--- src/pkg/sgc_pkg.sv ---
// Constants and types for the serializer pin configuration block
// What this block does
// - Local output value drives the pin in local GPIO output mode, and in mode 111 on link loss.
// - Output value bit 0 drives low, 1 drives high; low is default.
// - Mode low bits 00 make the pin a functional input.
// - Mode 001 is local GPIO output, 011 is GPIO input.
// - Mode 101 outputs remote value, holding last value on link loss.
// - Mode 111 outputs remote value, local value bit on link loss.
// - Port-select bit redirects config reads and writes to second port pins.
// - Pin0 mode 2:0 value 3; pin1 same next register; pin2 mode 6:4 value 7.
// - Link loss is the sticky link-lost flag of the owning port.
package sgc_pkg;

    localparam int          SGC_AW             = 8;
    localparam int          SGC_DW             = 8;
    localparam int          SGC_PINS           = 3;
    localparam int          SGC_PORTS          = 2;

    // Register offsets
    localparam logic [7:0]  SGC_OFS_PIN0       = 8'h0d;
    localparam logic [7:0]  SGC_OFS_PIN12      = 8'h0e;
    localparam logic [7:0]  SGC_OFS_PORT_SEL   = 8'h20;
    localparam logic [7:0]  SGC_OFS_PIN_LEVEL  = 8'h21;

    // Field positions
    localparam int          SGC_LO_FIELD_LSB   = 0;
    localparam int          SGC_HI_FIELD_LSB   = 4;
    localparam int          SGC_FIELD_W        = 4;
    localparam int          SGC_PORT_SEL_BIT   = 0;

    // Reset values
    localparam logic [3:0]  SGC_CFG_RST        = 4'h0;
    localparam logic        SGC_PORT_SEL_RST   = 1'b0;
    localparam logic [3:0]  SGC_REVISION_DFLT  = 4'h1;

    // Mode codes
    localparam logic [2:0]  SGC_MODE_GPIO_OUT  = 3'h1;
    localparam logic [2:0]  SGC_MODE_GPIO_IN   = 3'h3;
    localparam logic [2:0]  SGC_MODE_REM_HOLD  = 3'h5;
    localparam logic [2:0]  SGC_MODE_REM_DFLT  = 3'h7;
    localparam logic [1:0]  SGC_LOW_FUNC_IN    = 2'h0;
    localparam logic [1:0]  SGC_LOW_HIZ        = 2'h2;

    typedef struct packed {
        logic       out_val;
        logic [2:0] mode;
    } sgc_pin_cfg_s;

endpackage

--- src/rtl/sgc_top.sv ---
// Pin configuration registers and pin control for both serializer ports
`timescale 1ns/100ps
module sgc_top
    import sgc_pkg::*;
#(
    parameter logic [3:0] REVISION = SGC_REVISION_DFLT // Arbitrary value
) (
    input  wire logic                              I_SYS_CLK,
    input  wire logic                              I_NRST,
    input  wire logic [SGC_AW-1:0]                 I_ADDR,
    input  wire logic [SGC_DW-1:0]                 I_WDATA,
    input  wire logic                              I_WR,
    input  wire logic                              I_RD,
    output logic      [SGC_DW-1:0]                 O_RDATA,
    input  wire logic [SGC_PORTS*SGC_PINS-1:0]     I_REMOTE_VAL,
    input  wire logic [SGC_PORTS-1:0]              I_LINK_LOST,
    input  wire logic [SGC_PORTS*SGC_PINS-1:0]     I_PIN,
    output logic      [SGC_PORTS*SGC_PINS-1:0]     O_PIN,
    output logic      [SGC_PORTS*SGC_PINS-1:0]     O_PIN_OE,
    output logic      [SGC_PORTS*SGC_PINS-1:0]     O_FUNC_IN
);

    localparam int NPIN = SGC_PORTS * SGC_PINS;

    sgc_pin_cfg_s             cfg_reg [NPIN];
    logic                     second_port_select_reg;
    logic [SGC_DW-1:0]        rdata_next;
    logic [NPIN-1:0]          level;
    logic [NPIN-1:0]          pin_o;
    logic [NPIN-1:0]          pin_oe;
    logic [NPIN-1:0]          func_in;
    logic [2:0]               base;
    logic                     wr_pin0;
    logic                     wr_pin12;

    // Index of the selected port's first pin
    // Wide enough that base plus two never wraps for the second port
    assign base     = second_port_select_reg ? 3'(SGC_PINS) : 3'h0;
    assign wr_pin0  = I_WR && (I_ADDR == SGC_OFS_PIN0);
    assign wr_pin12 = I_WR && (I_ADDR == SGC_OFS_PIN12);

    always_ff @(posedge I_SYS_CLK) begin
        if (!I_NRST) begin
            second_port_select_reg <= SGC_PORT_SEL_RST;
        end else if (I_WR && (I_ADDR == SGC_OFS_PORT_SEL)) begin
            second_port_select_reg <= I_WDATA[SGC_PORT_SEL_BIT];
        end
    end

    // Configuration storage, one field per pin of each port
    always_ff @(posedge I_SYS_CLK) begin
        if (!I_NRST) begin
            for (int i = 0; i < NPIN; i++) begin
                cfg_reg[i] <= sgc_pin_cfg_s'(SGC_CFG_RST);
            end
        end else begin
            for (int i = 0; i < NPIN; i++) begin
                if (wr_pin0 && (i == int'(base))) begin
                    cfg_reg[i] <= I_WDATA[SGC_LO_FIELD_LSB +: SGC_FIELD_W];
                end
                if (wr_pin12 && (i == int'(base) + 1)) begin
                    cfg_reg[i] <= I_WDATA[SGC_LO_FIELD_LSB +: SGC_FIELD_W];
                end
                if (wr_pin12 && (i == int'(base) + 2)) begin
                    cfg_reg[i] <= I_WDATA[SGC_HI_FIELD_LSB +: SGC_FIELD_W];
                end
            end
        end
    end

    // Read mux; unmapped addresses answer zero
    always_comb begin
        rdata_next = '0;
        unique case (I_ADDR)
            SGC_OFS_PIN0: begin
                rdata_next = {REVISION, cfg_reg[base]};
            end
            SGC_OFS_PIN12: begin
                rdata_next = {cfg_reg[base + 3'h2], cfg_reg[base + 3'h1]};
            end
            SGC_OFS_PORT_SEL: begin
                rdata_next[SGC_PORT_SEL_BIT] = second_port_select_reg;
            end
            SGC_OFS_PIN_LEVEL: begin
                rdata_next[SGC_PINS-1:0] = level[base +: SGC_PINS];
            end
            default: begin
                rdata_next = '0;
            end
        endcase
    end

    // Data stand only in the cycle after the read strobe
    always_ff @(posedge I_SYS_CLK) begin
        if (!I_NRST) begin
            O_RDATA <= '0;
        end else if (I_RD) begin
            O_RDATA <= rdata_next;
        end else begin
            O_RDATA <= '0;
        end
    end

    // Each pin follows the link state of the port it belongs to
    for (genvar g = 0; g < NPIN; g++) begin : g_pin
        sgc_pin u_pin (
            .i_clk        (I_SYS_CLK),
            .i_nrst       (I_NRST),
            .i_cfg        (cfg_reg[g]),
            .i_remote_val (I_REMOTE_VAL[g]),
            .i_link_lost  (I_LINK_LOST[g / SGC_PINS]),
            .i_pin        (I_PIN[g]),
            .o_pin        (pin_o[g]),
            .o_pin_oe     (pin_oe[g]),
            .o_level      (level[g]),
            .o_func_in    (func_in[g])
        );
    end

    // Pin module outputs are already flops
    assign O_PIN     = pin_o;
    assign O_PIN_OE  = pin_oe;
    assign O_FUNC_IN = func_in;

endmodule

--- src/rtl/sgc_pin.sv ---
// One configurable pin: mode decode, remote hold and input synchroniser
`timescale 1ns/100ps
module sgc_pin
    import sgc_pkg::*;
(
    input  wire logic         i_clk,
    input  wire logic         i_nrst,
    input  wire sgc_pin_cfg_s i_cfg,
    input  wire logic         i_remote_val,
    input  wire logic         i_link_lost,
    input  wire logic         i_pin,
    output logic              o_pin,
    output logic              o_pin_oe,
    output logic              o_level,
    output logic              o_func_in
);

    logic sync1_reg;
    logic sync2_reg;
    logic held_reg;
    logic drv_next;
    logic oe_next;

    // Pin level crosses in from outside
    always_ff @(posedge i_clk) begin
        if (!i_nrst) begin
            sync1_reg <= 1'b0;
            sync2_reg <= 1'b0;
        end else begin
            sync1_reg <= i_pin;
            sync2_reg <= sync1_reg;
        end
    end

    // Last value received while the link was up
    always_ff @(posedge i_clk) begin
        if (!i_nrst) begin
            held_reg <= 1'b0;
        end else if (!i_link_lost) begin
            held_reg <= i_remote_val;
        end
    end

    always_comb begin
        drv_next = 1'b0;
        oe_next  = 1'b0;
        unique case (i_cfg.mode)
            SGC_MODE_GPIO_OUT: begin
                oe_next  = 1'b1;
                drv_next = i_cfg.out_val;
            end
            SGC_MODE_REM_HOLD: begin
                oe_next  = 1'b1;
                drv_next = i_link_lost ? held_reg : i_remote_val;
            end
            SGC_MODE_REM_DFLT: begin
                oe_next  = 1'b1;
                drv_next = i_link_lost ? i_cfg.out_val : i_remote_val;
            end
            default: begin
                // x00 functional input, x10 high impedance, 011 GPIO input
                oe_next  = 1'b0;
                drv_next = 1'b0;
            end
        endcase
    end

    always_ff @(posedge i_clk) begin
        if (!i_nrst) begin
            o_pin     <= 1'b0;
            o_pin_oe  <= 1'b0;
            o_level   <= 1'b0;
            o_func_in <= 1'b0;
        end else begin
            o_pin     <= drv_next;
            o_pin_oe  <= oe_next;
            o_level   <= sync2_reg;
            // Core sees the pin only in functional input mode
            o_func_in <= (i_cfg.mode[1:0] == SGC_LOW_FUNC_IN) && sync2_reg;
        end
    end

endmodule

--- config.mk ---
export PLATFORM = sky130hd
export DESIGN_NAME = sgc_top
export DESIGN_NICKNAME = d
export VERILOG_FILES = /design/src/pkg/sgc_pkg.sv /design/src/rtl/sgc_top.sv /design/src/rtl/sgc_pin.sv
export SDC_FILE = /design/constraint.sdc
export NUM_CORES = 1
export LEC_CHECK = 0
export BUFFER_PORTS_ARGS = -buffer_cell sky130_fd_sc_hd__buf_4
export CORE_MARGIN = 2
export CORE_UTILIZATION = 54
export DETAILED_ROUTE_END_ITERATION = 12
export PLACE_DENSITY = 0.9
export SYNTH_ARGS = -nofsm -noshare
export SYNTH_HDL_FRONTEND = slang
export SYNTH_HIERARCHICAL = 1
export SYNTH_SLANG_ARGS = --single-unit
--- constraint.sdc ---
create_clock -name I_SYS_CLK -period 3 [get_ports I_SYS_CLK]
set_input_delay 0.15 -clock I_SYS_CLK [delete_from_list [all_inputs] [get_ports I_SYS_CLK]]
set_output_delay 0.15 -clock I_SYS_CLK [all_outputs]
set_load 0.03 [all_outputs]
==> results.md <==
- Status: completed
- Worst-path clk slew: 70 ps
- Area grow syn2layout: 23.0%
- Max_slew headroom: 34.8%
- Routed wl met2: 2810 um
- EDFF count, synth: 24
- Synthesized cell area: 0.00297 sq mm
- Setup bufs post-CTS: 0
- Least-Margin Pin Slew: 976 ps
- Top sig layer: met4
- Leakage power: 1.43 nW
- Crit. End Element: flip-flop
- Count of cell types in the netlist: 37
- Share of post-route cells with drive strength above 1: 27.8%
- Worst-path maximum fanout: 21
- Die Ht: 78.2 um
- Die area: 0.00611 sq mm
- TritonCTS clock tree: done
- Setup violations, final: 0
- Max reg flops: 24
- Clk_skew: 6.41 ps
- Syn nets: 301
- Core ar.: 0.00541 sq mm
- TritonCTS buffer count: 9
- DR pass1 iterations: 4
- Sequential area share after synthesis: 58.6%
- Final Instance Area: 0.00366 sq mm
- Crit path kind: flip-flop to flip-flop
- Met3 Wirelength: 453 um
- IO Pins: 60
- First-pass GRT wire length: 9620 um
- Final hold vios: 0
- Leading area contributor after synthesis: dfxtp_1
- Pwr Density: 530 mW/mm^2
- Vias per cell: 5.16
- Final Max Tran Viols: 0
- Antenna violations before repair: 0
- Total GRT Usage: 20.5%
- Largest net degree at the start of global routing: 40
- Startpoint types: flip-flop
- Deepest clock path buffer count: 2
- Synth async-reset ratio: 0%
- Min Clock Period, post-route: 2150 ps
- Antenna Violating Nets Remaining: 0
- Clock root buffer: clkbuf_8
- # resized after CTS: 0
- Hold crit path type: input port to flip-flop
- Routed WL: 5900 um
- Clock Latency Late Sink: 340 ps
- Yosys reg bits: 75
- Drt wl/cell: 14.4 um
- Final HPWL from detailed placement: 4190 um
- Clk sink count: 75
- Initial DRC count: 142
- Post-Synthesis Cells: 267
- Fmax: 464 MHz
- Synth top area share: 34.4%
- Chip Width: 78.2 um
- Starting density of the core: 55.0%
- Vias: 2114
- Cts hold-fix bufs: 0
- Vias in the first global route: 2028
- Routed length on met1: 2560 um
- DP Area: 0.00348 sq mm
- Final GP Congestion: 0.804
- Crit share post-route: 71.8%
- Commonest cells in the netlist: dfxtp_1, and2_1, edfxtp_1
- RSZ-0062 raised after global routing: no
- Total congestion overflow: 0
- Syn Area/Cell: 11.1 sq um
- Worst EP arrival: 2130 ps
- Top cells by area in the synthesized netlist: dfxtp_1, edfxtp_1, and2_1
- Row cnt: 27
- Port Buf Inserts: 59
- H-tree depth: 3
- Yosys warning count: 6
- Count leader, synth: dfxtp_1
- Setup TNS Final: 0 ps
- CP required: 2980 ps
- Drc violations: 0
- Peak supply drop: 0.314 mV
- Nets: 367
- Inserted Diodes: 0
- Predominant post-synthesis flop cell: dfxtp_1
- Maxcap violations: 0
## cell usage in the layout, fill, tap and decap left out, types with 7 or more instances in the layout
cell type / instances
dfxtp_1: 51
mux2i_1: 14
edfxtp_1: 24
inv_1: 8
nor2_1: 9
nand2_1: 16
o21a_1: 7
and2_1: 36
nand2b_1: 14
a21oi_1: 14
clkbuf_8: 11
buf_4: 61
nand3_1: 13
## power breakdown
group	total (mW)	internal [mW]	switching (mW)
logic	0.141	0.0673	0.0734
registers	1.10	1.08	0.0239
clock network	0.693	0.343	0.350
## path summary, 6_finish.rpt
kind | to | from | cells after the start | slack, ps
hold / removal | g_pin[1].u_pin/sync1_reg | I_PIN[1] | 2 | 20
setup / recovery | cfg_reg[3][2] | second_port_select_reg | 2 | 850
hold reg to reg | g_pin[5].u_pin/sync2_reg | g_pin[5].u_pin/sync1_reg | 1 | 430
setup reg to reg | cfg_reg[3][2] | second_port_select_reg | 2 | 850
## cells by family (layout without fill, tap and decap cells)
family / Yosys count / in the layout / synth area share, %
AO/OA/AOI/OAI: 47 / 47 / 10.4
buffers and inverters: 14 / 85 / 2.48
flip-flops: 75 / 75 / 58.6
multiplexers: 14 / 14 / 4.72
AND/OR/NAND/NOR: 117 / 117 / 23.8
## area by class of cell
class,count,area [sq um]
repair buffers,61,458
flip-flops and latches,75,1740
well taps,72,90.1
multi-input cells,178,1160
clock buffers,12,155
clock inverters,4,25.0
inverters,8,30.0
fillers,393,1750
## critical path, stage by stage (launching register included)
cell and delay (ps):
dfxtp_1 970, nand2_1 300, o21ai_0 530
## through the flow
stage          cells  total power, mW  worst slack [ps]  util, %  hold slack [ps]
5_1_grt          410             2.01               681     67.6             6.86
3_5_place_dp     394             1.27               845     64.3              362
4_1_cts          410             1.95               839     67.6             3.98
2_1_floorplan    267             1.19               821        -              272
3_3_place_gp     394             1.26               984     64.3              358
6_report         410             1.94               847     67.6             16.3
## layer usage
metal  track usage (%)  vias to the layer above
li1                  -                     1059
met1              26.9                      963
met2              32.8                       83
met3              6.09                        9
met4              7.02                        0
met5                 0                        -
Note: power is estimated with default switching activity, not from simulation.
